$ cat src/logic/adcs_pkg.sv
// Constants, codes and state types shared by both ends of the serial readout link.
// Assumes both ends see the same 20 MHz reference clock; the bit clock is a separate domain.
//
// Function
// - Clock source select picks host or own clock
// - Both strobes low at least 50 ns starts
// - Continuous clock always gives frame marker
// - Busy low: shift previous result while reading
// - Busy high again: shift newest result
// - No marker: MSB falling 1, LSB falling 16
// - Falling-edge host supplies sixteen or more pulses
// - Read during conversion fast, at 10 MHz
// - Clock edge outside read condition arms marker
// - Marker after rising edge pulse one
// - With marker: MSB pulse two, LSB seventeen
// - Busy falls within 83 ns of start
// - Host waits 15 ns before pulse one
// - Read during conversion: MSB after pulse two; the code does so only with marker, after pulse one without it
// - Continuous clock host must drive chip select
// - Discontinuous host may tie chip select low
// - Read after conversion limits throughput near 195 kHz
// - Result coded as 16-bit straight binary
package adcs_pkg;

    localparam int REF_PERIOD_NS    = 50;
    localparam int REF_KHZ          = 20000;
    localparam int RESULT_W         = 16;

    // Start strobe overlap, least time rounds up
    localparam int STROBE_MIN_NS    = 50;
    localparam int STROBE_MIN_CYC   = (STROBE_MIN_NS + REF_PERIOD_NS - 1) / REF_PERIOD_NS;
    // Busy response, longest time rounds down, never below one cycle
    localparam int BUSY_MAX_NS      = 83;
    localparam int BUSY_MAX_CYC     = (BUSY_MAX_NS / REF_PERIOD_NS) < 1 ? 1 : BUSY_MAX_NS / REF_PERIOD_NS;
    // Strobe high to first bit clock pulse, least time rounds up
    localparam int SYNC_SETUP_NS    = 15;
    localparam int SYNC_SETUP_CYC   = (SYNC_SETUP_NS + REF_PERIOD_NS - 1) / REF_PERIOD_NS;
    // Lowest bit clock for reading during a conversion
    localparam int BIT_CLK_MIN_KHZ  = 10000;
    localparam int HOST_HALF_CYC    = REF_KHZ / (2 * BIT_CLK_MIN_KHZ);
    // Host start phase: strobe overlap plus one cycle for the arming pulse
    localparam int START_CYC        = STROBE_MIN_CYC + 1;

    // Pulses per frame without and with the frame marker
    localparam int PLAIN_PULSES     = 16;
    localparam int MARKER_PULSES    = 17;

    // Straight binary code points
    localparam logic [15:0] RES_POS_FS    = 16'hffff;
    localparam logic [15:0] RES_MIDSCALE  = 16'h8000;
    localparam logic [15:0] RES_BELOW_MID = 16'h7fff;
    localparam logic [15:0] RES_NEG_FS    = 16'h0000;

    typedef enum logic [2:0] {
        HS_IDLE,
        HS_START,
        HS_WAIT_LO,
        HS_WAIT_HI,
        HS_ARM,
        HS_SETUP,
        HS_CLOCK,
        HS_FINISH
    } adcs_host_state_type;

endpackage : adcs_pkg
$ cat src/logic/adcs_link_if.sv
// Pin bundle between the converter end and the host end.
// Resolves the shared bit clock wire from the clock source select level.
`timescale 1ns/1ns
interface adcs_link_if;
    logic cs_n;              // Chip select, active low
    logic convRead_n;        // Convert when low, read when high
    logic busy_n;            // Conversion in progress, active low
    logic serialData;        // Result bits
    logic syncMarker;        // Frame marker pulse
    logic clockSourceSelect; // High: host makes the bit clock
    logic hostBitClk;        // Bit clock made by the host
    logic devBitClk;         // Bit clock made by the converter
    logic serialBitClock;    // Resolved bit clock wire

    assign serialBitClock = clockSourceSelect ? hostBitClk : devBitClk;

    modport device (
        input  cs_n,
        input  convRead_n,
        input  clockSourceSelect,
        input  serialBitClock,
        output busy_n,
        output serialData,
        output syncMarker,
        output devBitClk
    );

    modport host (
        output cs_n,
        output convRead_n,
        output clockSourceSelect,
        output hostBitClk,
        input  busy_n,
        input  serialData,
        input  syncMarker
    );
endinterface : adcs_link_if

$ cat src/logic/adcs_host.sv
// Host end: drives strobes, makes the bit clock by division, collects words into a FIFO.
// Assumes the converter end shares ref_clk; the bit clock is made here, so no crossing.
`timescale 1ns/1ns
module adcs_fifo #(
    parameter int WIDTH = 16,
    parameter int DEPTH = 32
) (
    input  wire logic             ref_clk,
    input  wire logic             resetn,
    input  wire logic             inValid,
    output logic                  inReady,
    input  wire logic [WIDTH-1:0] inData,
    output logic                  outValid,
    input  wire logic             outReady,
    output logic      [WIDTH-1:0] outData
);
    localparam int AW = $clog2(DEPTH);

    logic [WIDTH-1:0] mem_q [DEPTH];
    logic [AW:0]      wrPtr_q;
    logic [AW:0]      rdPtr_q;
    logic             doWr;
    logic             doRd;

    // Full when pointers differ only in the wrap bit
    assign inReady  = !((wrPtr_q[AW] != rdPtr_q[AW]) && (wrPtr_q[AW-1:0] == rdPtr_q[AW-1:0]));
    assign outValid = (wrPtr_q != rdPtr_q);
    assign doWr     = inValid && inReady;
    assign doRd     = outValid && outReady;
    assign outData  = mem_q[rdPtr_q[AW-1:0]];

    // Storage
    always_ff @(posedge ref_clk) begin
        if (doWr) begin
            mem_q[wrPtr_q[AW-1:0]] <= inData;
        end
    end

    // Pointers
    always_ff @(posedge ref_clk or negedge resetn) begin
        if (!resetn) begin
            wrPtr_q <= '0;
            rdPtr_q <= '0;
        end else begin
            if (doWr) begin
                wrPtr_q <= wrPtr_q + (AW+1)'(1);
            end
            if (doRd) begin
                rdPtr_q <= rdPtr_q + (AW+1)'(1);
            end
        end
    end
endmodule : adcs_fifo

module adcs_host
    import adcs_pkg::*;
#(
    parameter int FIFO_DEPTH = 32
) (
    input  wire logic                ref_clk,
    input  wire logic                resetn,
    input  wire logic                startValid,
    output logic                     startReady,
    input  wire logic                readDuring,
    input  wire logic                useMarker,
    output logic                     resultValid,
    input  wire logic                resultReady,
    output logic      [RESULT_W-1:0] resultData,
    adcs_link_if.host                link
);
    localparam int TW = 3;
    localparam int PW = 5;

    adcs_host_state_type state_q;
    logic [TW-1:0]       timer_q;
    logic [PW-1:0]       pulse_q;
    logic                during_q;
    logic                marker_q;
    logic                cs_n_q;
    logic                convRead_n_q;
    logic                clk_q;
    logic [RESULT_W-1:0] word_q;
    logic                push;
    logic                fifoReady;
    logic [PW-1:0]       lastPulse;

    assign startReady = (state_q == HS_IDLE) && fifoReady;
    assign push       = (state_q == HS_FINISH) && link.busy_n && fifoReady;
    // Falling-edge capture needs sixteen pulses, one more for the marker
    assign lastPulse  = marker_q ? PW'(MARKER_PULSES) : PW'(PLAIN_PULSES);

    // Sequencer; discontinuous clock only, chip select driven rather than tied
    always_ff @(posedge ref_clk or negedge resetn) begin
        if (!resetn) begin
            state_q      <= HS_IDLE;
            timer_q      <= '0;
            pulse_q      <= '0;
            during_q     <= 1'b0;
            marker_q     <= 1'b0;
            cs_n_q       <= 1'b1;
            convRead_n_q <= 1'b1;
            clk_q        <= 1'b0;
            word_q       <= '0;
        end else begin
            unique case (state_q)
                HS_IDLE: begin
                    if (startValid && fifoReady) begin
                        during_q     <= readDuring;
                        marker_q     <= useMarker;
                        cs_n_q       <= 1'b0;
                        convRead_n_q <= 1'b0;
                        timer_q      <= TW'(START_CYC - 1);
                        clk_q        <= 1'b0;
                        state_q      <= HS_START;
                    end
                end
                HS_START: begin
                    // Pulse zero with both strobes low arms the marker; it ends before the strobe rises
                    if (timer_q != '0) begin
                        clk_q   <= during_q && marker_q && (timer_q == TW'(START_CYC - 1));
                        timer_q <= timer_q - TW'(1);
                    end else if (clk_q) begin
                        clk_q <= 1'b0;
                    end else begin
                        convRead_n_q <= 1'b1;
                        state_q      <= HS_WAIT_LO;
                    end
                end
                HS_WAIT_LO: begin
                    if (!link.busy_n) begin
                        timer_q <= TW'(SYNC_SETUP_CYC - 1);
                        state_q <= during_q ? HS_SETUP : HS_WAIT_HI;
                    end
                end
                HS_WAIT_HI: begin
                    if (link.busy_n) begin
                        timer_q <= '0;
                        state_q <= marker_q ? HS_ARM : HS_SETUP;
                    end
                end
                HS_ARM: begin
                    // Chip select up, pulse zero, then chip select down; never two moves at once
                    timer_q <= timer_q + TW'(1);
                    cs_n_q  <= (timer_q != TW'(3));
                    clk_q   <= (timer_q == TW'(1));
                    if (timer_q == TW'(3)) begin
                        timer_q <= TW'(SYNC_SETUP_CYC - 1);
                        state_q <= HS_SETUP;
                    end
                end
                HS_SETUP: begin
                    if (timer_q == '0) begin
                        pulse_q <= '0;
                        state_q <= HS_CLOCK;
                    end else begin
                        timer_q <= timer_q - TW'(1);
                    end
                end
                HS_CLOCK: begin
                    // One ref_clk cycle per half period gives a 10 MHz bit clock
                    if (!clk_q) begin
                        clk_q   <= 1'b1;
                        pulse_q <= pulse_q + PW'(1);
                    end else begin
                        clk_q <= 1'b0;
                        if (!marker_q || pulse_q != PW'(1)) begin
                            word_q <= {word_q[RESULT_W-2:0], link.serialData};
                        end
                        if (pulse_q == lastPulse) begin
                            state_q <= HS_FINISH;
                        end
                    end
                end
                HS_FINISH: begin
                    // Waits for busy to rise and for room in the FIFO
                    if (push) begin
                        state_q <= HS_IDLE;
                    end
                end
            endcase
        end
    end

    assign link.cs_n              = cs_n_q;
    assign link.convRead_n        = convRead_n_q;
    assign link.hostBitClk        = clk_q;
    assign link.clockSourceSelect = 1'b1;

    adcs_fifo #(
        .WIDTH (RESULT_W),
        .DEPTH (FIFO_DEPTH)
    ) u_fifo (
        .ref_clk  (ref_clk),
        .resetn   (resetn),
        .inValid  (push),
        .inReady  (fifoReady),
        .inData   (word_q),
        .outValid (resultValid),
        .outReady (resultReady),
        .outData  (resultData)
    );

endmodule : adcs_host

$ cat src/flat_wrapper.sv
// flat-port wrapper written by rule: the top's interface ports become plain ports
module adcs_host_flat import adcs_pkg::*;
#(
    parameter int FIFO_DEPTH = 32
)
  (ref_clk, resetn, startValid, startReady, readDuring, useMarker, resultValid, resultReady, resultData, link_cs_n, link_convRead_n, link_clockSourceSelect, link_hostBitClk, link_busy_n, link_serialData, link_syncMarker);
  adcs_link_if link_i ();
  input  wire logic ref_clk;
  input  wire logic resetn;
  input  wire logic startValid;
  output logic startReady;
  input  wire logic readDuring;
  input  wire logic useMarker;
  output logic resultValid;
  input  wire logic resultReady;
  output logic      [RESULT_W-1:0] resultData;
  output wire logic [$bits(link_i.cs_n)-1:0] link_cs_n;
  output wire logic [$bits(link_i.convRead_n)-1:0] link_convRead_n;
  output wire logic [$bits(link_i.clockSourceSelect)-1:0] link_clockSourceSelect;
  output wire logic [$bits(link_i.hostBitClk)-1:0] link_hostBitClk;
  input wire logic [$bits(link_i.busy_n)-1:0] link_busy_n;
  input wire logic [$bits(link_i.serialData)-1:0] link_serialData;
  input wire logic [$bits(link_i.syncMarker)-1:0] link_syncMarker;
  assign link_cs_n = link_i.cs_n;
  assign link_convRead_n = link_i.convRead_n;
  assign link_clockSourceSelect = link_i.clockSourceSelect;
  assign link_hostBitClk = link_i.hostBitClk;
  assign link_i.busy_n = link_busy_n;
  assign link_i.serialData = link_serialData;
  assign link_i.syncMarker = link_syncMarker;
  adcs_host #(.FIFO_DEPTH(FIFO_DEPTH)) u_core (.ref_clk(ref_clk), .resetn(resetn), .startValid(startValid), .startReady(startReady), .readDuring(readDuring), .useMarker(useMarker), .resultValid(resultValid), .resultReady(resultReady), .resultData(resultData), .link(link_i));
endmodule
$ cat config.mk
export PLATFORM = sky130hd
export DESIGN_NAME = adcs_host_flat
export DESIGN_NICKNAME = d
export VERILOG_FILES = /design/src/logic/adcs_pkg.sv /design/src/logic/adcs_link_if.sv /design/src/logic/adcs_host.sv /design/src/flat_wrapper.sv
export SDC_FILE = /design/constraint.sdc
export NUM_CORES = 1
export LEC_CHECK = 0
export BUFFER_PORTS_ARGS = -buffer_cell sky130_fd_sc_hd__buf_2
export CORE_AREA = 2 2 237 239
export DETAILED_ROUTE_END_ITERATION = 10
export DIE_AREA = 0 0 239 241
export GPL_TIMING_DRIVEN = 0
export PLACE_DENSITY_LB_ADDON = 0.25
export SETUP_SLACK_MARGIN = 0.02
export SYNTH_ARGS = -nofsm -noshare
export SYNTH_HDL_FRONTEND = slang
export SYNTH_SLANG_ARGS = --single-unit
$ cat constraint.sdc
create_clock -name ref_clk -period 3.4 [get_ports ref_clk]
set_input_delay 0.34 -clock ref_clk [delete_from_list [all_inputs] [get_ports ref_clk]]
set_output_delay 0.34 -clock ref_clk [all_outputs]
set_load 0.1 [all_outputs]
Word-level counts from Yosys, hierarchy flattened
Memories as Yosys holds them, arrays and structs flattened.
Cells that the tools add are included.
Word-level totals
  memory bits (writable): 512
  word-level logic and storage cells: 106
  bits of input ports: 9
  output and inout bits: 22
  memories kept: 1
  register bits: 44
Memories
  u_core.u_fifo.mem_q: depth 32, width 16, read ports 1, clocked after Yosys merged registers in 0, write ports 1, line adcs_host.sv:19  | logic [WIDTH-1:0] mem_q [DEPTH];
Cells by class
  $add $sub $neg: 5
  mux-type cells: 33
  equality and inequality tests: 28
  reductions and logical operators: 28
Operators by type and width (number)
  3-bit 2-to-1 mux: 16
  3-bit case mux with 8 select lines: 1
  3-bit case mux with 6 select lines: 1
  2-bit inequality test, second input constant: 8
  6-bit by 1-bit adder with 6-bit output, second input constant: 2
  3-bit == test, second input constant: 4
  5-bit == test: 2
  5-bit 2-to-1 mux: 2
  2-bit by 1-bit inequality test with 1-bit output, second input constant: 5
  5-bit case mux with 2 select lines: 1
  10-bit AND reduction: 1
  3-bit by 2-bit == test with 1-bit output, second input constant: 3
  1-bit logical AND: 9
  1-bit 2-to-1 mux: 9
  3-bit by 1-bit == test with 1-bit output, second input constant: 2
  3-bit logical NOT: 2
  6-bit inequality test: 1
  2-bit AND reduction: 3
  3-bit AND reduction: 2
  6-bit AND reduction: 1
  2-bit nonzero test: 3
  6-bit nonzero test: 1
  5-bit by 1-bit adder with 5-bit output, second input constant: 1
  5-bit by 1-bit inequality test with 1-bit output, second input constant: 1
  11 further kinds: 13

Longest topological paths before layout
Gate-level depths: netlist of run 1.
  depth after elaboration: 7
  mapped depth: 8
  mapped depth without buffers: 7

Modules after synthesis
A second synthesis of run 1 with hierarchy kept.
Second synthesis, totals
  cell total of the unflattened synthesis: 1035
  area total of the unflattened synthesis: 21673.3 um2
By module, submodules not included
  adcs_fifo: cells an instance 881, area each 19951.6 um2, times used 1
  adcs_host: cells an instance 154, area each 1721.7 um2, times used 1

Worst setup path after synthesis of run 1
OpenSTA, ideal clock, no wires.
  kind: reg2reg
  start: reg u_core.u_fifo.rdPtr_q[0]
  end: reg u_core.during_q
  library setup time: 128 ps
  arrival time: 3319 ps
  stages on the path, launching flop included: 8
  path buffers: 2
  data required time: 3272 ps
  period minus slack after synthesis: 3447 ps
  setup slack: -47 ps
  cells stage by stage: dfrtp_1 -> buf_2 -> buf_2 -> xor2_1 -> nor3_2 -> a21oi_1 -> nand2_1 -> mux2_1
On the way
  longest elaborated chain between the ends: 5
Ends and longest elaborated chain
  start: declaration: line adcs_host.sv:21  | logic [AW:0] rdPtr_q;
  start signal: assignment: line adcs_host.sv:49  | rdPtr_q <= rdPtr_q + (AW+1)'(1);
  5-bit == test: line adcs_host.sv:26  | assign inReady = !((wrPtr_q[AW] != rdPtr_q[AW]) && (wrPtr_q[AW-1:0] == rdPtr_q[AW-1:0]));
  1-bit logical AND: line adcs_host.sv:26
  1-bit logical NOT: line adcs_host.sv:26
  1-bit logical AND: line adcs_host.sv:107  | if (startValid && fifoReady) begin
  2-bit AND reduction (no line)
  end signal: assignment: line adcs_host.sv:108  | during_q <= readDuring;
  end: declaration: line adcs_host.sv:77  | logic during_q;
Every way passes these cells.
A chain may end at the register's enable or synchronous reset.

Worst setup path after layout of run 1
  start: reg u_core.u_fifo.rdPtr_q[0]
  end: out resultData[9]
On the way
  longest elaborated chain between the ends: 1
Ends and longest elaborated chain
  memory read 32 x 16 bit
  end: declaration: line flat_wrapper.sv:16  | output logic [RESULT_W-1:0] resultData;
Every way passes these cells.

==> flow_metrics.py, run 1 <==
metrics = {
    "status": {
        "status": "finished, violations left",
        "failed_checks": "negative setup slack",
    },
    "placed_design": {
        "dp.final_hpwl_um": 31100,
        "gp_congestion": 0.855,
        "placed_area_um2": 23300,
        "port_buffers": 28,
    },
    "timing": {
        "maxSlewViolCount": 0,
        "worst_pin_slew_ps": 1370,
        "max_slew_margin_pct": 8.44,
        "setup_ws_ps": -32.6,
        "timing.clock.skew_ps": 35.0,
        "fmax_ghz": 0.291,
        "hold_viol": 0,
        "finalCriticalPeriod_ps": 3430,
        "finalSetupViolations": 11,
        "rsz0062_at_grt": "true",
        "timing.final.crit_share_pct": 101,
        "whs_ps": 121,
    },
    "global_route": {
        "grt_overflow": 0,
        "grt_pass1_wl_um": 69000,
        "grt_pass1_vias": 10200,
        "antenna_found_initial": 0,
        "grt_usage_pct": 16.9,
        "grt_max_degree": 45,
    },
    "pwr": {
        "total_power_uw": 22000,
        "leakage_uw": 0.00815,
        "ir_drop_uv": 1050,
        "pwr_density_cell_nw_per_um2": 844,
    },
    "worst_setup_path": {
        "startpoint_type": "flip-flop",
        "cpPeakStageDelay_ps": 550,
        "crit_arrival_ps": 3090,
        "path_class": "flip-flop to output port",
        "r2r-end": "u_core.u_fifo.mem_q[0][9]$_DFFE_PP_",
        "r2r_cells": 6,
        "reg2reg_from": "u_core.u_fifo.rdPtr_q[2]$_DFFE_PN0P_",
        "cp_top_family": "multiplexers",
        "rrSetupSlack_ps": 230,
        "cp.required_ps": 3060,
        "critical-path-slowest-cell": "mux4_2",
        "critPathMaxFanout": 8,
        "crit_path_end_kind": "output port",
        "cp_num_buf_inv": 4,
        "crit_chain": "buf_6 -> buf_16 -> buf_12 -> mux4_2 -> mux4_2 -> mux2_4 -> buf_12",
    },
    "logic_synthesis": {
        "synth.cell_area_um2": 21900,
        "async_flop_share_pct": 7.91,
        "yosys_warnings": 0,
        "synth-seq-cells": 556,
        "syn-num-nets": 1008,
        "synth_ff_type": "edfxtp_1",
        "ys_types": 53,
        "netlist_instances": 988,
        "syn_avg_cell_area_um2": 22.2,
        "seq_area_frac_synth_pct": 75.2,
        "synth_edf_count": 512,
    },
    "layout": {
        "regArea_um2": 16500,
        "layout-drive-gt1-share_pct": 34.9,
        "n_antenna_cell": 0,
        "multiInputGateArea_um2": 5350,
        "syn_to_final_growth_pct": 18.9,
        "layout_commonest_cell": "edfxtp_1",
        "final_cell_mix": "512 x edfxtp_1, 160 x mux4_2, 61 x clkbuf_16, 40 x dfrtp_1, 28 x clkbuf_1",
        "finalInstanceArea_um2": 26000,
        "fillCellCount": 4451,
        "nNetsFinal": 1134,
    },
    "flow_run": {
        "timing.max_cap.violations": 0,
    },
    "clock_network": {
        "numCtsBuffers": 57,
        "root_buffer": "clkbuf_16",
        "cts_tree": "built",
        "clk_pin_slew_worst_paths_ps": 60,
        "ctsHtreeMaxLevel": 2,
        "clk_path_buf_depth": 3,
        "clock-sinks": 556,
        "clock_latency_ps": 620,
    },
    "floorplanning": {
        "die_w_um": 239,
        "die_y_um": 241,
        "row_count": 86,
        "ios": 31,
        "start_util_pct": 39.9,
        "dieArea_um2": 57600,
        "core_region_area_um2": 54900,
    },
    "hold_path": {
        "hold_depth": 3,
        "holdCritStartpoint": "startValid",
        "hold_class": "input port to flip-flop",
        "hold_end": "u_core.link.hostBitClk$_DFFE_PN0P_",
    },
    "drt": {
        "via_count": 10200,
        "drcViolationCount": 0,
        "drt-total-wl_um": 48000,
        "drtIter0Drc": 836,
        "dr.pass1.iters": 5,
        "final_antenna_net_count": 0,
        "via_per_inst": 5.48,
        "wire_per_inst_um": 25.8,
    },
}
[layout make-up]
cell class | instances | area share (%)
Buffer | 51 | 1.73
Clock buffer | 68 | 5.72
Clock inverter | 32 | 1.43
Inverter | 8 | 0.115
Multi-Input combinational cell | 372 | 20.6
Sequential cell | 556 | 63.3
Tap cell | 704 | 3.38
Timing Repair Buffer | 68 | 3.76
[power breakdown]
part | switching, uW | leakage, uW | total (uW) | internal, uW
logic | 4400 | 0.00228 | 7640 | 3240
clock network | 2540 | 0.000912 | 6200 | 3660
registers | 348 | 0.00496 | 8130 | 7780
[worst register-to-register path, delay by kind of cell (launching register included)]
kind,cells,cell delay [ps]
compound gates,1,470
xor+xnor,1,490
buf+inv,1,330
flops,1,320
simple gates,3,1180
[state kept, by name (all words and copies together) (netlist names)]
register                count
u_core.u_fifo.mem_q       512
u_core.word_q              16
u_core.u_fifo.rdPtr_q       6
u_core.u_fifo.wrPtr_q       6
u_core.pulse_q              5
u_core.state_q              3
u_core.timer_q              3
u_core.during_q             1
u_core.link.convRead_n      1
u_core.link.cs_n            1
u_core.link.hostBitClk      1
u_core.marker_q             1
[worst max path at each step]
| stage | slack, ps | end | cells past startpoint | from |
|---|---|---|---|---|
| 3_5_place_dp | -460 | resultData[5] | 7 | u_core.u_fifo.rdPtr_q[1]$_DFFE_PN0P_ |
| 4_1_cts | -110 | resultData[10] | 6 | u_core.u_fifo.rdPtr_q[0]$_DFFE_PN0P_ |
| 3_3_place_gp | -540 | u_core.u_fifo.mem_q[7][6]$_DFFE_PP_ | 7 | u_core.u_fifo.rdPtr_q[0]$_DFFE_PN0P_ |
| 6_report | -30 | resultData[9] | 7 | u_core.u_fifo.rdPtr_q[0]$_DFFE_PN0P_ |
| 5_1_grt | -110 | resultData[9] | 7 | u_core.u_fifo.rdPtr_q[0]$_DFFE_PN0P_ |
| 2_1_floorplan | 620 | resultData[0] | 6 | u_core.u_fifo.rdPtr_q[1]$_DFFE_PN0P_ |
[per-layer routing]
metal	global-route usage, %	wire [um]	vias to the layer above
li1	-	-	4399
met3	3.20	3090	60
met1	24.7	21600	5397
met2	25.8	22100	326
met5	0	0	-
met4	5.11	1190	0
[cells by family after synthesis]
kind of cell	Yosys count	share of synthesized area, %
adder cells (fa/ha/maj)	11	0.628
other	1	0.0171
XOR/XNOR	20	0.800
multiplexers	196	18.3
AO/OA/AOI/OAI	38	1.22
AND/OR/NAND/NOR	106	2.38
flip-flops	556	75.2
buffers and inverters	60	1.39
[timing repair]
| item | CTS | global route |
|---|---|---|
| cloned | 3 | 3 |
| pin swaps | 0 | 3 |
| hold buffers | 4 | 0 |
| buffers inserted | 4 | 4 |
| resized for setup | 118 | 44 |
| endpoints found under the hold margin | 45 | 0 |
| setup endpoints to repair | 221 | 280 |
[cells in the mapped netlist, types with 2 or more instances]
master	count	share of area, %
or3b_2	2	0.080
xor2_1	11	0.44
nor2_1	46	0.79
dfrtp_1	42	4.8
o221ai_1	2	0.080
and2_1	2	0.057
nand2_1	17	0.29
o21ai_0	7	0.16
buf_6	9	0.46
xnor2_1	9	0.36
nor3b_1	2	0.069
buf_1	4	0.069
mux2_1	19	0.98
nand3_1	5	0.11
o211ai_1	3	0.10
nand2b_1	2	0.057
mux4_2	160	16
mux2_2	17	0.87
o22ai_1	2	0.057
a21oi_1	5	0.11
nor3_1	2	0.046
o2bb2ai_1	2	0.080
dfstp_2	2	0.24
inv_1	8	0.14
a31o_1	2	0.080
nor2b_1	5	0.14
a32o_1	3	0.14
buf_2	7	0.16
a31oi_1	2	0.057
o21a_1	2	0.069
ha_1	11	0.63
or3_1	3	0.086
and3_1	2	0.057
edfxtp_1	512	70
nand4_1	8	0.23
clkbuf_1	31	0.53
nand3b_1	4	0.14
[stage by stage]
stage          std cells  setup WS, ps  TNS [ps]  util (%)
2_1_floorplan        988           623         0         -
3_3_place_gp        1720          -544   -249310      41.8
3_5_place_dp        1743          -461    -37040      42.5
4_1_cts             1853          -106     -7020      46.9
5_1_grt             1859          -113     -1320      47.4
6_report            1859         -32.6      -261      47.4
No activity file was read; power rests on OpenSTA's default activity.
==> run 2: changes to the inputs <==
--- a/config.mk
+++ b/config.mk
@@ -15,3 +15,4 @@
 export SYNTH_ARGS = -nofsm -noshare
 export SYNTH_HDL_FRONTEND = slang
 export SYNTH_SLANG_ARGS = --single-unit
+export TNS_END_PERCENT = 1
==> run 2 against run 1 <==
The flow still finishes with violations (negative setup slack). Final cell count decreased by 0.38%. Power decreased by 1.6%. Global-route usage about the same. Sequential share of layout area increased by 0.69 points. Combinational power decreased by 4.8%. Highest routed layer unchanged. Critical endpoint is now resultData[10]. Non-clock buffer count decreased by 7. Count of clock-buffer cells in the layout unchanged.
==> flow_metrics.py, run 2 (synthesis gave the netlist of run 1 again) <==
metrics = {
    "worst_setup_path": {
        "rrSetupSlack_ps": -10,
        "critPathMaxFanout": 10,
        "crit_chain": "buf_6 -> buf_12 -> buf_8 -> mux4_2 -> mux4_2 -> mux2_2 -> buf_4",
        "path_class": "flip-flop to output port",
        "crit_arrival_ps": 3130,
        "critical-path-slowest-cell": "mux4_2",
        "r2r_cells": 7,
        "cp.required_ps": 3060,
        "r2r-end": "u_core.u_fifo.mem_q[4][5]$_DFFE_PP_",
        "startpoint_type": "flip-flop",
        "reg2reg_from": "u_core.u_fifo.rdPtr_q[2]$_DFFE_PN0P_",
        "cp_common_cell": "mux4_2",
        "cpPeakStageDelay_ps": 550,
        "crit_path_end_kind": "output port",
    },
    "clock_network": {
        "ctsHtreeMaxLevel": 2,
        "clock-sinks": 556,
        "numCtsBuffers": 57,
        "cts_tree": "built",
        "root_buffer": "clkbuf_16",
        "clk_pin_slew_worst_paths_ps": 60,
        "clk_path_buf_depth": 3,
        "clock_latency_ps": 620,
    },
    "timing": {
        "timing.clock.skew_ps": 32.2,
        "fmax_ghz": 0.288,
        "worst_pin_slew_ps": 1380,
        "hold_viol": 0,
        "rsz0062_at_grt": "true",
        "timing.final.crit_share_pct": 102,
        "setup_ws_ps": -72.2,
        "maxSlewViolCount": 0,
        "finalCriticalPeriod_ps": 3470,
        "max_slew_margin_pct": 7.89,
        "finalSetupViolations": 21,
    },
    "pwr": {
        "total_power_uw": 21600,
        "leakage_uw": 0.00802,
        "pwr_density_cell_nw_per_um2": 839,
        "ir_drop_uv": 1110,
    },
    "placed_design": {
        "pre_cts_slack_ps": -461,
        "placed_area_um2": 23300,
        "gp_congestion": 0.855,
        "dp.final_hpwl_um": 31100,
        "port_buffers": 28,
    },
    "hold_path": {
        "hold_depth": 3,
        "hold_end": "u_core.link.hostBitClk$_DFFE_PN0P_",
        "hold_class": "input port to flip-flop",
        "holdCritStartpoint": "startValid",
    },
    "status": {
        "failed_checks": "negative setup slack",
        "status": "finished, violations left",
    },
    "floorplanning": {
        "core_region_area_um2": 54900,
        "row_count": 86,
        "start_util_pct": 39.9,
        "die_y_um": 241,
        "dieArea_um2": 57600,
        "ios": 31,
        "die_w_um": 239,
    },
    "drt": {
        "dr.pass1.iters": 5,
        "drcViolationCount": 0,
        "drtIter0Drc": 913,
        "final_antenna_net_count": 0,
        "via_count": 10100,
        "via_per_inst": 5.47,
        "drt-total-wl_um": 47500,
        "wire_per_inst_um": 25.6,
    },
    "global_route": {
        "grt_pass1_vias": 10200,
        "grt_pass1_wl_um": 69000,
        "grt_usage_pct": 16.8,
        "grt_overflow": 0,
        "grt_max_degree": 45,
        "antenna_found_initial": 0,
    },
    "layout": {
        "finalInstanceArea_um2": 25800,
        "largest_reg_flops": 512,
        "layout-drive-gt1-share_pct": 34.1,
        "final_cell_mix": "512 x edfxtp_1, 160 x mux4_2, 58 x clkbuf_16, 40 x dfrtp_1, 27 x clkbuf_1",
        "layout_commonest_cell": "edfxtp_1",
        "syn_to_final_growth_pct": 17.6,
        "nNetsFinal": 1127,
        "n_antenna_cell": 0,
        "utilization_pct": 46.9,
    },
    "flow_run": {
        "timing.max_cap.violations": 0,
    },
}
## run 2: layer usage
metal	part of all wire, %	up-vias	global-route usage, %	routed length [um]
li1	-	4381	-	-
met1	45	5340	24.7	21200
met4	2.3	0	4.83	1110
met3	6.4	67	3.02	3030
met2	47	347	26.1	22100
met5	0	-	0	0
## run 2: layout make-up
class                   count  area (um2)
plain buffers              51         414
clock buffers              68        1490
clock inverters            32         373
fillers                  4484       29100
inverters                   8        30.0
multi-input cells         372        5300
flip-flops and latches    556       16500
well taps                 704         881
repair buffers             61         788
## run 2: per-stage QoR
step                      hold WS (ps)  TNS, ps  cells
after floorplan                   44.4        0    988
after global placement             478  -249310   1720
after detailed placement           477   -37040   1743
after CTS                         89.8    -1600   1851
after global routing               123   -18480   1852
final                              119     -496   1852
## run 2: where the power goes
group          switching [uW]  total [uW]  internal, uW
sequential                349        8130          7780
combinational            4310        7270          2960
clock                    2550        6210          3660
## run 2: worst max-delay path, delay by kind of cell (launching register included)
kind / cells / cell delay (ps)
multiplexers: 3 / 1420
buffers and inverters: 4 / 750
flip-flops: 1 / 360
## run 2: how the worst max path moves through the flow
stage,slack (ps),end,start
global route,-180,u_core.u_fifo.mem_q[4][10]$_DFFE_PP_,u_core.u_fifo.rdPtr_q[0]$_DFFE_PN0P_
floorplan,620,resultData[0],u_core.u_fifo.rdPtr_q[1]$_DFFE_PN0P_
CTS,-150,resultData[10],u_core.u_fifo.rdPtr_q[0]$_DFFE_PN0P_
detailed placement,-460,resultData[5],u_core.u_fifo.rdPtr_q[1]$_DFFE_PN0P_
finish,-70,resultData[10],u_core.u_fifo.rdPtr_q[0]$_DFFE_PN0P_
global placement,-540,u_core.u_fifo.mem_q[7][6]$_DFFE_PP_,u_core.u_fifo.rdPtr_q[0]$_DFFE_PN0P_
## run 2: what timing repair did
action	CTS	global route
endpoints found under the hold margin	45	0
endpoints found under the setup margin	221	253
gates cloned	3	0
pin swaps	0	4
hold buffers	4	0
resized for setup	102	27
setup buffers	2	1
==> run 3: changes to the inputs <==
==> constraint.sdc (replaced) <==
create_clock -name ref_clk -period 3.05 [get_ports ref_clk]
set_input_delay 0.305 -clock ref_clk [delete_from_list [all_inputs] [get_ports ref_clk]]
set_output_delay 0.305 -clock ref_clk [all_outputs]
set_load 0.1 [all_outputs]
==> run 3 against run 2 <==
The run still ends with negative setup slack left. Clock skew increased by 11 ps. Power rose by 15%. Combinational power up 20%. Critical path depth increased by 1. First-iteration DRC count up 5.6%. Critical path type unchanged. Largest cell class unchanged. Largest power group unchanged.
==> flow_metrics.py, run 3 (synthesis gave the netlist of run 1 again) <==
metrics = {
    "floorplanning": {
        "die_w_um": 239,
        "start_util_pct": 39.9,
        "ios": 31,
        "die_y_um": 241,
        "dieArea_um2": 57600,
        "row_count": 86,
        "core_region_area_um2": 54900,
    },
    "drt": {
        "final_antenna_net_count": 0,
        "top_layer": "met4",
        "drcViolationCount": 0,
        "wire_per_inst_um": 25.9,
        "drt-total-wl_um": 48200,
        "dr_wl_met2_um": 22500,
        "dr.pass1.iters": 5,
        "drtIter0Drc": 964,
        "drt-met1-wl_um": 21500,
        "via_per_inst": 5.46,
        "via_count": 10200,
        "wl_met3_um": 3160,
    },
    "placed_design": {
        "dp.final_hpwl_um": 31100,
        "placed_area_um2": 23300,
        "pre_cts_slack_ps": -776,
        "port_buffers": 28,
        "gp_congestion": 0.855,
        "placed_cells": 1743,
    },
    "timing": {
        "rsz0062_at_grt": "true",
        "timing.clock.skew_ps": 43.3,
        "worst_pin_slew_ps": 1420,
        "max_slew_margin_pct": 5.66,
        "finalCriticalPeriod_ps": 3460,
        "timing.final.crit_share_pct": 113,
        "hold_viol": 0,
        "finalSetupViolations": 16,
        "fmax_ghz": 0.289,
        "maxSlewViolCount": 0,
        "setup_ws_ps": -406,
        "whs_ps": 84.1,
    },
    "worst_setup_path": {
        "crit_chain": "buf_6 -> buf_8 -> clkbuf_16 -> clkbuf_16 -> mux4_2 -> mux4_2 -> mux2_4 -> buf_12",
        "r2r_cells": 9,
        "rrSetupSlack_ps": 110,
        "reg2reg_from": "u_core.u_fifo.rdPtr_q[0]$_DFFE_PN0P_",
        "cp.required_ps": 2740,
        "r2r-end": "u_core.u_fifo.mem_q[1][9]$_DFFE_PP_",
        "crit_path_end_kind": "output port",
        "critPathMaxFanout": 5,
        "crit_arrival_ps": 3150,
        "startpoint_type": "flip-flop",
        "path_class": "flip-flop to output port",
        "critical-path-slowest-cell": "mux4_2",
        "cpPeakStageDelay_ps": 550,
    },
    "layout": {
        "fillCellCount": 4433,
        "largest_reg_flops": 512,
        "layout-drive-gt1-share_pct": 35.1,
        "layout_commonest_cell": "edfxtp_1",
        "n_antenna_cell": 0,
        "final_cell_mix": "512 x edfxtp_1, 160 x mux4_2, 62 x clkbuf_16, 40 x dfrtp_1, 28 x buf_12",
        "syn_to_final_growth_pct": 19.4,
        "finalInstanceArea_um2": 26100,
        "stdcell_count": 1862,
        "nNetsFinal": 1137,
    },
    "global_route": {
        "grt_usage_pct": 16.9,
        "grt_pass1_vias": 10300,
        "grt_overflow": 0,
        "antenna_found_initial": 0,
        "grt_max_degree": 45,
        "grt_pass1_wl_um": 69300,
    },
    "hold_path": {
        "hold_depth": 3,
        "hold_class": "input port to flip-flop",
        "hold_end": "u_core.link.hostBitClk$_DFFE_PN0P_",
        "holdCritStartpoint": "startValid",
    },
    "clock_network": {
        "ctsHtreeMaxLevel": 2,
        "clk_pin_slew_worst_paths_ps": 60,
        "cts_tree": "built",
        "clock-sinks": 556,
        "root_buffer": "clkbuf_16",
        "clock_latency_ps": 630,
        "clk_path_buf_depth": 3,
        "numCtsBuffers": 57,
    },
    "status": {
        "failed_checks": "negative setup slack",
        "status": "finished, violations left",
    },
    "flow_run": {
        "timing.max_cap.violations": 0,
    },
    "pwr": {
        "leakage_uw": 0.00822,
        "pwr_density_cell_nw_per_um2": 946,
        "ir_drop_uv": 1160,
    },
}
[run 3: cell types whose count changed in the layout (fill, tap and decap cells not counted), moves of 4 or more]
cell       change
buf_12        +13
mux2_4         +6
mux2_2         -6
nand2_1        -4
clkbuf_16      +4
[run 3: through the flow]
stage	TNS (ps)	power, uW	util, %
global placement	-433550	16200	41.8
floorplan	0	14400	-
global route	-7690	25700	47.6
finish	-6010	24700	47.6
CTS	-81910	24700	47.3
detailed placement	-141170	16300	42.5
[run 3: report_power, final]
part | internal [uW] | total [uW] | switching, uW
Combinational | 3780 | 8760 | 4980
Sequential | 8670 | 9070 | 393
Clock | 4070 | 6920 | 2840
[run 3: cell type report]
type	count	area, um2	area share [%]
clock buffers	68	1490	5.69
repair buffers	71	1070	4.08
multi-input cells	372	5390	20.6
flip-flops and latches	556	16500	63.0
plain buffers	51	440	1.68
clock inverters	32	373	1.43
inverters	8	30.0	0.115
well taps	704	881	3.37
[run 3: metal layers]
metal,track usage (%),vias up
li1,-,4403
met1,24.7,5386
met2,26.0,325
met3,3.34,61
met4,4.72,0
met5,0,-
[run 3: critical path, delay by kind of cell, from the launching register on]
kind                   cells  cell delay, ps
multiplexers               3            1390
buffers and inverters      5             790
flip-flops                 1             360
[run 3: how the worst max path moves through the flow]
stage | startpoint | end | slack (ps)
global route | u_core.u_fifo.rdPtr_q[0]$_DFFE_PN0P_ | resultData[12] | -470
floorplan | u_core.u_fifo.rdPtr_q[0]$_DFFE_PN0P_ | u_core.u_fifo.mem_q[15][0]$_DFFE_PP_ | 290
finish | u_core.u_fifo.rdPtr_q[0]$_DFFE_PN0P_ | resultData[7] | -410
global placement | u_core.u_fifo.rdPtr_q[0]$_DFFE_PN0P_ | u_core.u_fifo.mem_q[7][6]$_DFFE_PP_ | -890
CTS | u_core.u_fifo.rdPtr_q[0]$_DFFE_PN0P_ | resultData[0] | -460
detailed placement | u_core.u_fifo.rdPtr_q[1]$_DFFE_PN0P_ | resultData[5] | -780
[run 3: timing repair]
action | in CTS | in global routing
hold buffers | 4 | 0
hold endpoints to repair | 45 | 0
resized for setup | 147 | 26
gates cloned | 5 | 4
setup endpoints to repair | 518 | 483
pin swaps | 1 | 2
buffers inserted | 7 | 1
